File: src/common/qpc_pkg.sv
// constants and types shared by the quad pot command unit
package qpc_pkg;
   // device-type identifier; the value is arbitrary
   localparam logic [3:0]  DEVICE_TYPE_ID    = 4'ha;
   // instruction opcodes, upper nibble of the instruction byte
   localparam logic [3:0]  OP_READ_WIPER     = 4'h9;
   localparam logic [3:0]  OP_WRITE_WIPER    = 4'ha;
   localparam logic [3:0]  OP_READ_PRESET    = 4'hb;
   localparam logic [3:0]  OP_WRITE_PRESET   = 4'hc;
   localparam logic [3:0]  OP_COPY_TO_WIPER  = 4'hd;
   localparam logic [3:0]  OP_SAVE_WIPER     = 4'he;
   localparam logic [3:0]  OP_GLOBAL_COPY    = 4'h1;
   localparam logic [3:0]  OP_GLOBAL_SAVE    = 4'h8;
   localparam logic [3:0]  OP_STEP           = 4'h2;
   // instruction byte fields
   localparam int          OPC_MSB           = 7;
   localparam int          OPC_LSB           = 4;
   localparam int          PRESET_SEL_HI     = 3;
   localparam int          PRESET_SEL_LO     = 2;
   localparam int          POT_SEL_HI        = 1;
   localparam int          POT_SEL_LO        = 0;
   // sizes
   localparam int          NUM_POTS          = 4;
   localparam int          NUM_TAPS          = 256;
   localparam int          NUM_PRESET_WORDS  = 16;
   localparam logic [3:0]  BYTE_BITS         = 4'h8;
   localparam int          SYNC_W            = 6;
   localparam int          NV_CNT_W          = 20;
   // values
   localparam logic [7:0]  WIPER_RST         = 8'h00;
   localparam logic [7:0]  WIPER_MAX         = 8'hff;
   localparam logic [7:0]  WIPER_MIN         = 8'h00;
   localparam logic [7:0]  PRESET_ERASED     = 8'h00;
   localparam logic [1:0]  PRESET_ZERO       = 2'h0;
   localparam logic [NUM_TAPS-1:0] TAP_RST   = 256'h1;
   // timing
   localparam int unsigned CLK_FREQ_KHZ      = 100000;
   localparam int unsigned NV_WRITE_TIME_MS  = 10;
   localparam int unsigned NV_WRITE_CYCLES   = NV_WRITE_TIME_MS * CLK_FREQ_KHZ;

   typedef enum logic [3:0] {
      ST_IDLE, ST_ADDR, ST_ACK_ADDR, ST_INSTR, ST_ACK_INSTR,
      ST_DATA, ST_ACK_DATA, ST_TX, ST_MASTER_ACKNOWLEDGE, ST_STEP, ST_WAIT
   } qpc_state_t;

   typedef enum logic [1:0] {
      SAVE_NONE, SAVE_DATA, SAVE_WIPER, SAVE_ALL
   } qpc_save_t;
endpackage

File: src/rtl/qpc_sync.sv
// two-flop synchroniser for the serial pins and address straps
`timescale 1ns/1ps
`default_nettype none
module qpc_sync (
   input  wire logic                      clk_i,
   input  wire logic                      reset_i,
   input  wire logic [qpc_pkg::SYNC_W-1:0] async_i,
   output logic      [qpc_pkg::SYNC_W-1:0] sync_o
);
   import qpc_pkg::*;

   genvar b;
   generate
      for (b = 0; b < SYNC_W; b++) begin : g_bit
         logic meta_r;
         always_ff @(posedge clk_i or posedge reset_i) begin
            if (reset_i) begin
               meta_r    <= 1'b1;
               sync_o[b] <= 1'b1;
            end else begin
               meta_r    <= async_i[b];
               sync_o[b] <= meta_r;
            end
         end
      end
   endgenerate
endmodule
`default_nettype wire

File: src/rtl/qpc_tap_decode.sv
// registered one-of-256 tap switch decode for one pot
`timescale 1ns/1ps
`default_nettype none
module qpc_tap_decode (
   input  wire logic                        clk_i,
   input  wire logic                        reset_i,
   input  wire logic [7:0]                  wiper_i,
   output logic      [qpc_pkg::NUM_TAPS-1:0] tap_o
);
   import qpc_pkg::*;

   genvar t;
   generate
      for (t = 0; t < NUM_TAPS; t++) begin : g_tap
         always_ff @(posedge clk_i or posedge reset_i) begin
            if (reset_i) begin
               tap_o[t] <= TAP_RST[t];
            end else begin
               tap_o[t] <= (wiper_i == 8'(t));
            end
         end
      end
   endgenerate
endmodule
`default_nettype wire

File: src/rtl/qpc_unit.sv
// serial command decoder and wiper/preset registers of the quad pot
`timescale 1ns/1ps
`default_nettype none
module qpc_unit #(
   parameter int unsigned NV_CYCLES = qpc_pkg::NV_WRITE_CYCLES
) (
   input  wire logic                         clk_i,
   input  wire logic                         reset_i,
   input  wire logic                         scl_i,
   input  wire logic                         sda_i,
   input  wire logic [3:0]                   pin_address_bits_i,
   output logic                              sda_o,
   output logic                              sda_oe_n_o,
   output logic                              prog_busy_o,
   output logic      [qpc_pkg::NUM_TAPS-1:0] tap_sel_pot0_o,
   output logic      [qpc_pkg::NUM_TAPS-1:0] tap_sel_pot1_o,
   output logic      [qpc_pkg::NUM_TAPS-1:0] tap_sel_pot2_o,
   output logic      [qpc_pkg::NUM_TAPS-1:0] tap_sel_pot3_o
);
   import qpc_pkg::*;

   logic [SYNC_W-1:0]   sync_w;
   logic                scl_s;
   logic                sda_s;
   logic [3:0]          addr_s;
   logic                scl_d_r;
   logic                sda_d_r;
   logic                scl_rise;
   logic                scl_fall;
   logic                start_cond;
   logic                stop_cond;
   qpc_state_t          state_r;
   logic [3:0]          bit_cnt_r;
   logic [7:0]          shift_r;
   logic [7:0]          instr_r;
   logic [7:0]          tx_r;
   logic                recall_r;
   qpc_save_t           save_r;
   logic [7:0]          save_data_r;
   logic                busy_r;
   logic [NV_CNT_W-1:0] nv_cnt_r;
   logic                oe_n_r;
   // nonvolatile store: no reset, so contents survive reset; erased at start of life
   logic [7:0]          preset_mem [NUM_PRESET_WORDS] = '{default: PRESET_ERASED};
   logic [7:0]          wiper_w [NUM_POTS];
   logic [NUM_TAPS-1:0] tap_w [NUM_POTS];
   logic [3:0]          opcode;
   logic [1:0]          pot_sel;
   logic [1:0]          preset_sel;
   logic [3:0]          rx_opcode;
   logic                rx_op_ok;
   logic                byte_done;
   logic                addr_hit;
   logic                instr_take;
   logic                data_take;
   logic                instr_ack_end;
   logic                read_op;
   logic [7:0]          read_val;
   logic                wiper_load;
   logic [7:0]          wiper_load_val;
   logic                global_copy;
   logic                step_evt;
   logic                commit;

   qpc_sync u_sync (
      .clk_i   (clk_i),
      .reset_i (reset_i),
      .async_i ({scl_i, sda_i, pin_address_bits_i}),
      .sync_o  (sync_w)
   );

   assign scl_s  = sync_w[5];
   assign sda_s  = sync_w[4];
   assign addr_s = sync_w[3:0];

   always_ff @(posedge clk_i or posedge reset_i) begin
      if (reset_i) begin
         scl_d_r <= 1'b1;
         sda_d_r <= 1'b1;
      end else begin
         scl_d_r <= scl_s;
         sda_d_r <= sda_s;
      end
   end

   // our own data changes only while the clock is low, so it never fakes a start or stop
   assign scl_rise   = scl_s & ~scl_d_r;
   assign scl_fall   = ~scl_s & scl_d_r;
   assign start_cond = scl_s & scl_d_r & sda_d_r & ~sda_s;
   assign stop_cond  = scl_s & scl_d_r & ~sda_d_r & sda_s;

   assign opcode     = instr_r[OPC_MSB:OPC_LSB];
   assign pot_sel    = instr_r[POT_SEL_HI:POT_SEL_LO];
   assign preset_sel = instr_r[PRESET_SEL_HI:PRESET_SEL_LO];
   assign rx_opcode  = shift_r[OPC_MSB:OPC_LSB];

   // only the opcode nibble is checked; filler bits are don't-care
   assign rx_op_ok = rx_opcode inside {OP_READ_WIPER, OP_WRITE_WIPER, OP_READ_PRESET,
                                       OP_WRITE_PRESET, OP_COPY_TO_WIPER, OP_SAVE_WIPER,
                                       OP_GLOBAL_COPY, OP_GLOBAL_SAVE, OP_STEP};

   assign byte_done     = scl_fall && (bit_cnt_r == BYTE_BITS);
   assign addr_hit      = (shift_r[7:4] == DEVICE_TYPE_ID) && (shift_r[3:0] == addr_s);
   assign instr_take    = (state_r == ST_INSTR) && byte_done && rx_op_ok;
   assign data_take     = (state_r == ST_DATA) && byte_done;
   assign instr_ack_end = (state_r == ST_ACK_INSTR) && scl_fall;
   assign read_op       = (opcode == OP_READ_WIPER) || (opcode == OP_READ_PRESET);
   assign read_val      = (opcode == OP_READ_WIPER) ? wiper_w[pot_sel]
                                                    : preset_mem[{pot_sel, preset_sel}];
   assign global_copy   = instr_ack_end && (opcode == OP_GLOBAL_COPY);
   assign step_evt      = (state_r == ST_STEP) && scl_fall;
   assign commit        = stop_cond && (save_r != SAVE_NONE) && !busy_r;

   always_comb begin
      wiper_load     = 1'b0;
      wiper_load_val = shift_r;
      if (data_take && (opcode == OP_WRITE_WIPER)) begin
         wiper_load     = 1'b1;
      end else if (instr_ack_end && (opcode == OP_COPY_TO_WIPER)) begin
         wiper_load     = 1'b1;
         wiper_load_val = preset_mem[{pot_sel, preset_sel}];
      end
   end

   // frame sequencing
   always_ff @(posedge clk_i or posedge reset_i) begin
      if (reset_i) begin
         state_r   <= ST_IDLE;
         bit_cnt_r <= 4'h0;
         shift_r   <= 8'h00;
         instr_r   <= 8'h00;
      end else if (start_cond) begin
         state_r   <= busy_r ? ST_WAIT : ST_ADDR;
         bit_cnt_r <= 4'h0;
      end else if (stop_cond) begin
         state_r   <= ST_IDLE;
      end else begin
         if (scl_rise && ((state_r == ST_ADDR) || (state_r == ST_INSTR) ||
                          (state_r == ST_DATA) || (state_r == ST_TX))) begin
            bit_cnt_r <= bit_cnt_r + 4'h1;
            shift_r   <= {shift_r[6:0], sda_s};
         end
         unique case (state_r)
            ST_ADDR: begin
               if (byte_done) begin
                  state_r <= addr_hit ? ST_ACK_ADDR : ST_WAIT;
               end
            end
            ST_ACK_ADDR: begin
               if (scl_fall) begin
                  state_r   <= ST_INSTR;
                  bit_cnt_r <= 4'h0;
               end
            end
            ST_INSTR: begin
               if (byte_done) begin
                  instr_r <= shift_r;
                  state_r <= rx_op_ok ? ST_ACK_INSTR : ST_WAIT;
               end
            end
            ST_ACK_INSTR: begin
               if (scl_fall) begin
                  bit_cnt_r <= 4'h0;
                  if (read_op) begin
                     state_r <= ST_TX;
                  end else if ((opcode == OP_WRITE_WIPER) || (opcode == OP_WRITE_PRESET)) begin
                     state_r <= ST_DATA;
                  end else if (opcode == OP_STEP) begin
                     state_r <= ST_STEP;
                  end else begin
                     state_r <= ST_WAIT;
                  end
               end
            end
            ST_DATA, ST_TX: begin
               if (byte_done) begin
                  state_r <= (state_r == ST_DATA) ? ST_ACK_DATA : ST_MASTER_ACKNOWLEDGE;
               end
            end
            ST_ACK_DATA, ST_MASTER_ACKNOWLEDGE: begin
               if (scl_fall) begin
                  state_r <= ST_WAIT;
               end
            end
            ST_IDLE, ST_STEP, ST_WAIT: ;
         endcase
      end
   end

   // open-drain data: drive low for acknowledge and zero bits, otherwise release
   always_ff @(posedge clk_i or posedge reset_i) begin
      if (reset_i) begin
         oe_n_r <= 1'b1;
         tx_r   <= 8'h00;
      end else if (start_cond || stop_cond) begin
         oe_n_r <= 1'b1;
      end else if (((state_r == ST_ADDR) && byte_done && addr_hit) ||
                   instr_take || data_take) begin
         oe_n_r <= 1'b0;
      end else if (instr_ack_end && read_op) begin
         oe_n_r <= read_val[7];
         tx_r   <= {read_val[6:0], 1'b0};
      // byte_done also ends a read byte, freeing the line for the master acknowledge
      end else if (scl_fall && ((state_r == ST_ACK_ADDR) || (state_r == ST_ACK_INSTR) ||
                                (state_r == ST_ACK_DATA) || byte_done)) begin
         oe_n_r <= 1'b1;
      end else if ((state_r == ST_TX) && scl_fall) begin
         oe_n_r <= tx_r[7];
         tx_r   <= {tx_r[6:0], 1'b0};
      end
   end

   always_ff @(posedge clk_i or posedge reset_i) begin
      if (reset_i) begin
         sda_o      <= 1'b0;
         sda_oe_n_o <= 1'b1;
      end else begin
         sda_o      <= 1'b0;
         sda_oe_n_o <= oe_n_r;
      end
   end

   // power-up recall takes one cycle after reset release
   always_ff @(posedge clk_i or posedge reset_i) begin
      if (reset_i) begin
         recall_r <= 1'b1;
      end else begin
         recall_r <= 1'b0;
      end
   end

   // pending nonvolatile change, committed only when the frame closes with stop
   always_ff @(posedge clk_i or posedge reset_i) begin
      if (reset_i) begin
         save_r      <= SAVE_NONE;
         save_data_r <= 8'h00;
      end else if (start_cond || stop_cond) begin
         save_r <= SAVE_NONE;
      end else if (data_take && (opcode == OP_WRITE_PRESET)) begin
         save_r      <= SAVE_DATA;
         save_data_r <= shift_r;
      end else if (instr_ack_end && (opcode == OP_SAVE_WIPER)) begin
         save_r <= SAVE_WIPER;
      end else if (instr_ack_end && (opcode == OP_GLOBAL_SAVE)) begin
         save_r <= SAVE_ALL;
      end
   end

   always_ff @(posedge clk_i or posedge reset_i) begin
      if (reset_i) begin
         busy_r   <= 1'b0;
         nv_cnt_r <= '0;
      end else if (commit) begin
         busy_r   <= 1'b1;
         nv_cnt_r <= NV_CNT_W'(NV_CYCLES - 1);
      end else if (busy_r) begin
         if (nv_cnt_r == '0) begin
            busy_r <= 1'b0;
         end else begin
            nv_cnt_r <= nv_cnt_r - NV_CNT_W'(1);
         end
      end
   end

   assign prog_busy_o = busy_r;

   always_ff @(posedge clk_i) begin
      if (commit) begin
         unique case (save_r)
            SAVE_DATA:  preset_mem[{pot_sel, preset_sel}] <= save_data_r;
            SAVE_WIPER: preset_mem[{pot_sel, preset_sel}] <= wiper_w[pot_sel];
            SAVE_ALL: begin
               for (int p = 0; p < NUM_POTS; p++) begin
                  preset_mem[{2'(p), preset_sel}] <= wiper_w[p];
               end
            end
            SAVE_NONE: ;
         endcase
      end
   end

   genvar g;
   generate
      for (g = 0; g < NUM_POTS; g++) begin : g_pot
         logic [7:0] wiper_r;
         // volatile: reset clears it before the preset zero recall
         always_ff @(posedge clk_i or posedge reset_i) begin
            if (reset_i) begin
               wiper_r <= WIPER_RST;
            end else if (recall_r) begin
               wiper_r <= preset_mem[{2'(g), PRESET_ZERO}];
            end else if (wiper_load && (pot_sel == 2'(g))) begin
               wiper_r <= wiper_load_val;
            end else if (global_copy) begin
               wiper_r <= preset_mem[{2'(g), preset_sel}];
            end else if (step_evt && (pot_sel == 2'(g))) begin
               if (sda_s && (wiper_r != WIPER_MAX)) begin
                  wiper_r <= wiper_r + 8'h01;
               end else if (!sda_s && (wiper_r != WIPER_MIN)) begin
                  wiper_r <= wiper_r - 8'h01;
               end
            end
         end
         assign wiper_w[g] = wiper_r;

         qpc_tap_decode u_tap (
            .clk_i   (clk_i),
            .reset_i (reset_i),
            .wiper_i (wiper_r),
            .tap_o   (tap_w[g])
         );
      end
   endgenerate

   assign tap_sel_pot0_o = tap_w[0];
   assign tap_sel_pot1_o = tap_w[1];
   assign tap_sel_pot2_o = tap_w[2];
   assign tap_sel_pot3_o = tap_w[3];
endmodule
`default_nettype wire

File: config.mk
export PLATFORM = sky130hd
export DESIGN_NAME = qpc_unit
export DESIGN_NICKNAME = d
export VERILOG_FILES = /design/src/common/qpc_pkg.sv /design/src/rtl/qpc_sync.sv /design/src/rtl/qpc_tap_decode.sv /design/src/rtl/qpc_unit.sv
export SDC_FILE = /design/constraint.sdc
export NUM_CORES = 2
export LEC_CHECK = 0
export ABC_CLOCK_PERIOD_IN_PS = 38600
export BUFFER_PORTS_ARGS = -buffer_cell sky130_fd_sc_hd__buf_2
export CAP_MARGIN = 10
export CORE_UTILIZATION = 25
export DETAILED_ROUTE_END_ITERATION = 8
export PLACE_DENSITY_LB_ADDON = 0.05
export RECOVER_POWER = 50
export SLEW_MARGIN = 20
export SYNTH_ARGS = -nofsm -noshare
export SYNTH_HDL_FRONTEND = slang
export SYNTH_SLANG_ARGS = --single-unit
export TNS_END_PERCENT = 10
File: constraint.sdc
create_clock -name clk_i -period 38.6 [get_ports clk_i]
set_clock_uncertainty 0.05 [all_clocks]
set_input_delay 7.72 -clock clk_i [delete_from_list [all_inputs] [get_ports clk_i]]
set_output_delay 7.72 -clock clk_i [all_outputs]
set_load 0.01 [all_outputs]
## Word level (Yosys, flattened, before mapping)

Memories as Yosys holds them, arrays and structs flattened.
Index checks and enable logic that the tools add are counted.

- Register bits: 1136
- Bits in writable memories: 128
- Bits of input ports: 8
- Output and inout bits: 1027
- Word-level logic and storage cells: 2324
- Memories kept: 1

Memories:

| name | depth | width | rd ports | clocked after memory_dff | wr ports | RTL line | RTL |
|---|---|---|---|---|---|---|---|
| preset_mem | 16 | 8 | 9 | 0 | 4 | qpc_unit.sv:44 | `logic [7:0] preset_mem [NUM_PRESET_WORDS] = '{default: PRESET_ERASED};` |

- Add/subtract/negate cells: 10
- Order comparisons: 1
- Equality and inequality tests: 1068
- Muxes and demuxes: 84
- Bitwise operators: 17
- Reductions and logical operators: 89

Operators with widths:

| kind | number |
|---|---|
| $eq A8 B8 Y1 const B | 512 |
| $eq A8 B7 Y1 const B | 256 |
| $eq A8 B6 Y1 const B | 128 |
| $eq A8 B5 Y1 const B | 64 |
| $mux W8 | 34 |
| $eq A8 B4 Y1 const B | 32 |
| $eq A8 B3 Y1 const B | 16 |
| $mux W4 | 20 |
| $eq A4 B4 Y1 const B | 17 |
| $eq A8 B2 Y1 const B | 8 |
| $mux W20 | 3 |
| $reduce_bool A8 Y1 | 5 |
| $logic_and A1 B1 Y1 | 37 |
| $add A8 B1 Y8 const B | 4 |
| $eq A8 B1 Y1 const B | 4 |
| $logic_not A8 Y1 | 4 |
| $ne A8 B8 Y1 const B | 4 |
| $sub A8 B1 Y8 const B | 4 |
| $reduce_bool A5 Y1 | 5 |
| $ne A4 B4 Y1 const B | 6 |
| $pmux W4 S6 | 1 |
| $logic_not A20 Y1 | 1 |
| $mux W1 | 20 |
| $reduce_bool A4 Y1 | 5 |
| other kinds (27) | 79 |

## Depth between registers and ports, before layout

- Word-level depth: 10
- Mapped depth: 12
- Mapped depth without buffers: 9

## Modules after synthesis

From an unflattened synthesis, not the netlist that was laid out.

- Cell total of the unflattened synthesis: 3759
- Area total of the unflattened synthesis: 46668.5 um2

By module, submodules not included:

| module | times used | cells each | area an instance (um2) | seq. area each (um2) |
|---|---|---|---|---|
| qpc_tap_decode | 4 | 607 | 8186.6 | 6407.4 |
| qpc_unit | 1 | 1318 | 13603.0 | 6327.3 |
| qpc_sync | 1 | 13 | 319.1 | 315.3 |

## Worst setup path after synthesis

No wires, ideal clock.

- Path kind: register to output
- From: reg sda_oe_n_o
- To: out sda_oe_n_o
- Data arrival time: 0.520 ns
- Data required time: 30.830 ns
- Slack: 30.310 ns
- Stages on the path, launching flop included: 1
- Path buffers: 0
- Cell sequence: dfstp_2

RTL lines:

| what | RTL line | RTL |
|---|---|---|
| from (decl) | qpc_unit.sv:13 | `output logic sda_oe_n_o,` |
| from (signal assigned) | qpc_unit.sv:219 | `sda_oe_n_o <= oe_n_r;` |

No word-level cell between the ends.

==> flow_summary.rst <==
.. list-table::
   :header-rows: 1

   * - Metric
     - Value
   * - Status
     - finished with violations
   * - Violations in the final reports
     - design-rule violations, max-capacitance violations, max-slew violations
   * - Worst min-delay path category
     - reg2reg
   * - Clock net sink count
     - between 1000 and 1500
   * - Antenna violations before repair
     - 2
   * - Count of antenna-violating nets left after detailed routing
     - 0
   * - Number of remaining DRC errors
     - ~300
   * - Fmax
     - 57.1 MHz
   * - Fraction of final layout cells with drive strength greater than 1
     - between 20% and 30%
   * - Setup Viol. Count Final
     - 0
   * - Count of vias placed by the detailed router
     - 31100
   * - Maximum clock insertion buffer count
     - 3
   * - Post-cts gate resize count
     - 0
   * - Area fraction in and, or, nand and nor cells after synthesis
     - 15.0%
   * - Unrepaired setup endpoints after global routing
     - false
   * - Area growth from synthesis to final layout
     - 27.7%
   * - Number of standard cells after synthesis
     - 3700
   * - CTS Buf Count
     - 149
   * - Post-CTS setup buffer count
     - 0
   * - First-iteration detailed-routing DRC count
     - approximately 2100
   * - Asr flop ratio synth
     - between 80 and 90%
   * - Die Area
     - 179000 µm²
   * - CP max FO
     - 151
   * - Fraction of the yosys area taken by sequential cells
     - 72.7%
   * - Cell at the root of the clock tree
     - sky130_fd_sc_hd__clkbuf_16
   * - WHS
     - between 0.2 and 0.3 ns
   * - Crit path arrival time
     - 18.28 ns
   * - CTS clock-pin slew for the worst setup and hold paths
     - 0.06 ns
   * - Layout filler cell count
     - between 15000 and 20000
   * - Top-level I/O count
     - 1035
   * - Routed WL
     - between 150000 and 200000 µm
   * - Post-synthesis register bit count
     - between 1000 and 1500
   * - Number of synthesis warnings
     - 0
   * - Number of synthesized flops with an enable pin
     - 128
   * - Average wire length per cell after detail routing
     - 25.1 µm
   * - Post-synth design cell area
     - 44400 µm²
   * - Die height
     - around 420 µm
   * - Overall Global Routing Usage
     - ~20%
   * - Number of cell rows
     - 154
   * - Placed wire-length estimate after detailed placement
     - 125000 µm
   * - Final Hold Viols
     - 0
   * - First-pass GRT wire length
     - 253000 µm
   * - Effective utilization at floorplan
     - approximately a quarter
   * - Combinational family with the most area after synthesis
     - simple AND/OR/NAND/NOR gates
   * - # nets final
     - 4704
   * - Power density normalized to cell area
     - 53.2 nW/µm²
   * - Maximum VDD drop
     - 42.3 µV
   * - Minimum clock period after layout
     - 17.51 ns
   * - # hold bufs at CTS
     - 0
   * - Largest net degree at the start of global routing
     - about 150
   * - Total of max-cap violations
     - 13
   * - Slew at the pin closest to its max-slew limit
     - 8.29 ns
   * - Die Span X
     - 423 µm
   * - Kind of capture point of the worst setup path
     - asynchronous set/reset pin
   * - Worst slew margin relative to its limit
     - -453%
   * - H-Tree Level Count
     - 4
   * - DR vias/cell
     - 4.36
   * - Later-pin clock latency in the skew report
     - 0.79 ns
   * - Fin Setup TNS
     - 0 ns
   * - Primary FF master, synth
     - sky130_fd_sc_hd__dfrtp_1
   * - Number of placed cells counting well taps
     - 6862
   * - Compound-gate portion of the synthesized area
     - 4.79%
   * - Leakage power total
     - 28.0 nW
   * - Critical Setup Path Class
     - in2async
   * - Max-slew violation count
     - 609
   * - Nature of the critical path startpoint
     - primary input
   * - Arithmetic-cell share of the synthesized area counting full adders, half adders and majority gates
     - 0.648%
   * - Area inside the core boundary
     - 176000 µm²
   * - Placer's final routability congestion estimate
     - between 0.7 and 0.8
   * - Synthesized area per cell
     - 12.0 µm²
   * - Synth unique cells
     - 84
   * - Mux contribution to synthesized area
     - about 3.5%
   * - Final worst path period share
     - 45.4%
   * - Number of global-route vias before repair
     - between 30000 and 40000
   * - Iteration count of the initial detailed-routing pass
     - 9
   * - CTS tree
     - done
   * - Final Instance Count excl. Fillers
     - 7130
   * - Req. time, crit path
     - 39.36 ns
   * - Overflow left after global routing
     - 0
   * - Power Total
     - approximately 3 mW
   * - Synthesized-area fraction occupied by xor and xnor cells
     - 0.749%
   * - IO Port Bufs
     - just over 1000
[power breakdown]
part,total [mW],switching (mW),internal [mW],leakage [nW]
Sequential,1.40,0.0381,1.36,16.6
Clock,1.42,0.580,0.836,2.41
Combinational,0.204,0.159,0.0455,8.98
[stage by stage]
step                area [µm²]  util [%]  worst slack, ns
floorplan                44400         -            15.18
CTS                      56800      32.2            27.11
global placement         51900      29.5            26.17
finish                   56700      32.2            21.09
global route             56700      32.2            18.77
detailed placement       51900      29.5            26.22
[critical path, stage by stage]
cell and delay, ns:
sky130_fd_sc_hd__buf_2 0.10, sky130_fd_sc_hd__clkinvlp_2 0.60, sky130_fd_sc_hd__clkbuf_1 1.67, sky130_fd_sc_hd__clkbuf_1 5.88, sky130_fd_sc_hd__buf_4 1.34, sky130_fd_sc_hd__buf_4 0.77
[metal layers]
metal	up-vias	track usage (%)	wire length, µm
li1	14000	-	-
met1	16100	25.0	74900
met2	833	33.4	90500
met3	194	4.51	10000
met4	2	4.77	3600
met5	-	0	13
[Yosys cell counts (7+ instances only)]
master	count	area share [%]
sky130_fd_sc_hd__nor2_1	1121	9.5
sky130_fd_sc_hd__dfrtp_1	1114	63
sky130_fd_sc_hd__nand2_1	276	2.3
sky130_fd_sc_hd__clkbuf_1	233	2.0
sky130_fd_sc_hd__o21ai_0	168	1.9
sky130_fd_sc_hd__edfxtp_1	128	8.7
sky130_fd_sc_hd__nand3_1	60	0.68
sky130_fd_sc_hd__a21oi_1	49	0.55
sky130_fd_sc_hd__mux4_2	40	2.0
sky130_fd_sc_hd__inv_1	33	0.28
sky130_fd_sc_hd__nor3_1	33	0.37
sky130_fd_sc_hd__mux2_2	32	0.81
sky130_fd_sc_hd__nor2b_1	30	0.42
sky130_fd_sc_hd__mux2i_1	28	0.63
sky130_fd_sc_hd__xnor2_1	25	0.49
sky130_fd_sc_hd__ha_1	23	0.65
sky130_fd_sc_hd__dfstp_2	21	1.2
sky130_fd_sc_hd__a31oi_1	19	0.27
sky130_fd_sc_hd__buf_2	19	0.21
sky130_fd_sc_hd__a22oi_1	15	0.25
sky130_fd_sc_hd__buf_1	14	0.12
sky130_fd_sc_hd__xor2_1	13	0.26
sky130_fd_sc_hd__nand4_1	12	0.17
sky130_fd_sc_hd__or3_1	12	0.17
sky130_fd_sc_hd__or4_1	11	0.19
sky130_fd_sc_hd__o211ai_1	10	0.17
sky130_fd_sc_hd__nand2b_1	9	0.13
sky130_fd_sc_hd__a211oi_1	8	0.14
sky130_fd_sc_hd__o22ai_1	8	0.11
sky130_fd_sc_hd__o31ai_1	8	0.14
sky130_fd_sc_hd__and3_1	7	0.099
sky130_fd_sc_hd__o221ai_1	7	0.14
[layout make-up]
class | count | area [µm²] | area share, %
Antenna cell | 1 | 2.50 | 0.00441
Timing Repair Buffer | 1091 | 5510 | 9.71
Sequential cell | 1263 | 32300 | 56.9
Clock inverter | 30 | 305 | 0.538
Inverter | 34 | 129 | 0.227
Clock buffer | 237 | 4600 | 8.11
Tap cell | 2340 | 2930 | 5.16
Multi-Input combinational cell | 2134 | 11000 | 19.3
[cells in the final DEF, fill, tap and decap left out, types with 14 or more instances in the layout]
cell,n
sky130_fd_sc_hd__dfrtp_1,1113
sky130_fd_sc_hd__a31oi_1,19
sky130_fd_sc_hd__edfxtp_1,128
sky130_fd_sc_hd__xnor2_1,25
sky130_fd_sc_hd__buf_4,34
sky130_fd_sc_hd__mux2_2,31
sky130_fd_sc_hd__nor2b_1,30
sky130_fd_sc_hd__a22oi_1,15
sky130_fd_sc_hd__dfstp_2,17
sky130_fd_sc_hd__clkinv_2,14
sky130_fd_sc_hd__clkbuf_16,157
sky130_fd_sc_hd__inv_1,32
sky130_fd_sc_hd__clkbuf_1,78
sky130_fd_sc_hd__nor2_1,1118
sky130_fd_sc_hd__nor3_1,33
sky130_fd_sc_hd__o21ai_0,169
sky130_fd_sc_hd__nand3_1,59
sky130_fd_sc_hd__mux2i_1,28
sky130_fd_sc_hd__a21oi_1,49
sky130_fd_sc_hd__mux4_2,40
sky130_fd_sc_hd__ha_1,23
sky130_fd_sc_hd__nand2_1,276
sky130_fd_sc_hd__buf_2,1021
sky130_fd_sc_hd__clkbuf_8,37
[registers in the layout (all words and copies together) (netlist names), 2 cells and up]
register / cells
bit_cnt_r: 4
g_pot.u_tap.tap_o: 1024
g_pot.wiper_r: 32
instr_r: 8
nv_cnt_r: 20
preset_mem: 128
save_data_r: 8
save_r: 2
shift_r: 8
state_r: 4
tx_r: 7
u_sync.g_bit.meta_r: 6
u_sync.sync_o: 6
[kinds of logic (layout without fill, tap and decap cells)]
| family | Yosys count | count (layout) |
|---|---|---|
| xor gates and xnor gates | 38 | 38 |
| muxes | 100 | 100 |
| AOI/OAI and AO/OA | 350 | 350 |
| buffers and inverters | 304 | 1392 |
| adders and majority gates | 23 | 23 |
| other | 1 | 3 |
| and+or+nand+nor | 1621 | 1621 |
| DFF | 1263 | 1263 |
[final timing paths]
check | start | to | depth (start not counted) | slack [ns]
worst min register to register | u_sync.g_bit[4].meta_r | u_sync.sync_o[4] | 0 | 0.30
max in group clk_i | prog_busy_o | prog_busy_o | 1 | 29.28
worst max-delay path | reset_i | g_pot[1].u_tap.tap_o[112] | 6 | 21.09
worst min-delay path | u_sync.g_bit[4].meta_r | u_sync.sync_o[4] | 0 | 0.30
worst max register to register | u_sync.sync_o[4] | preset_mem[2][3] | 8 | 30.89
min in group asynchronous | reset_i | g_pot[3].u_tap.tap_o[44] | 2 | 7.06
No activity file was read; power rests on OpenSTA's default activity.
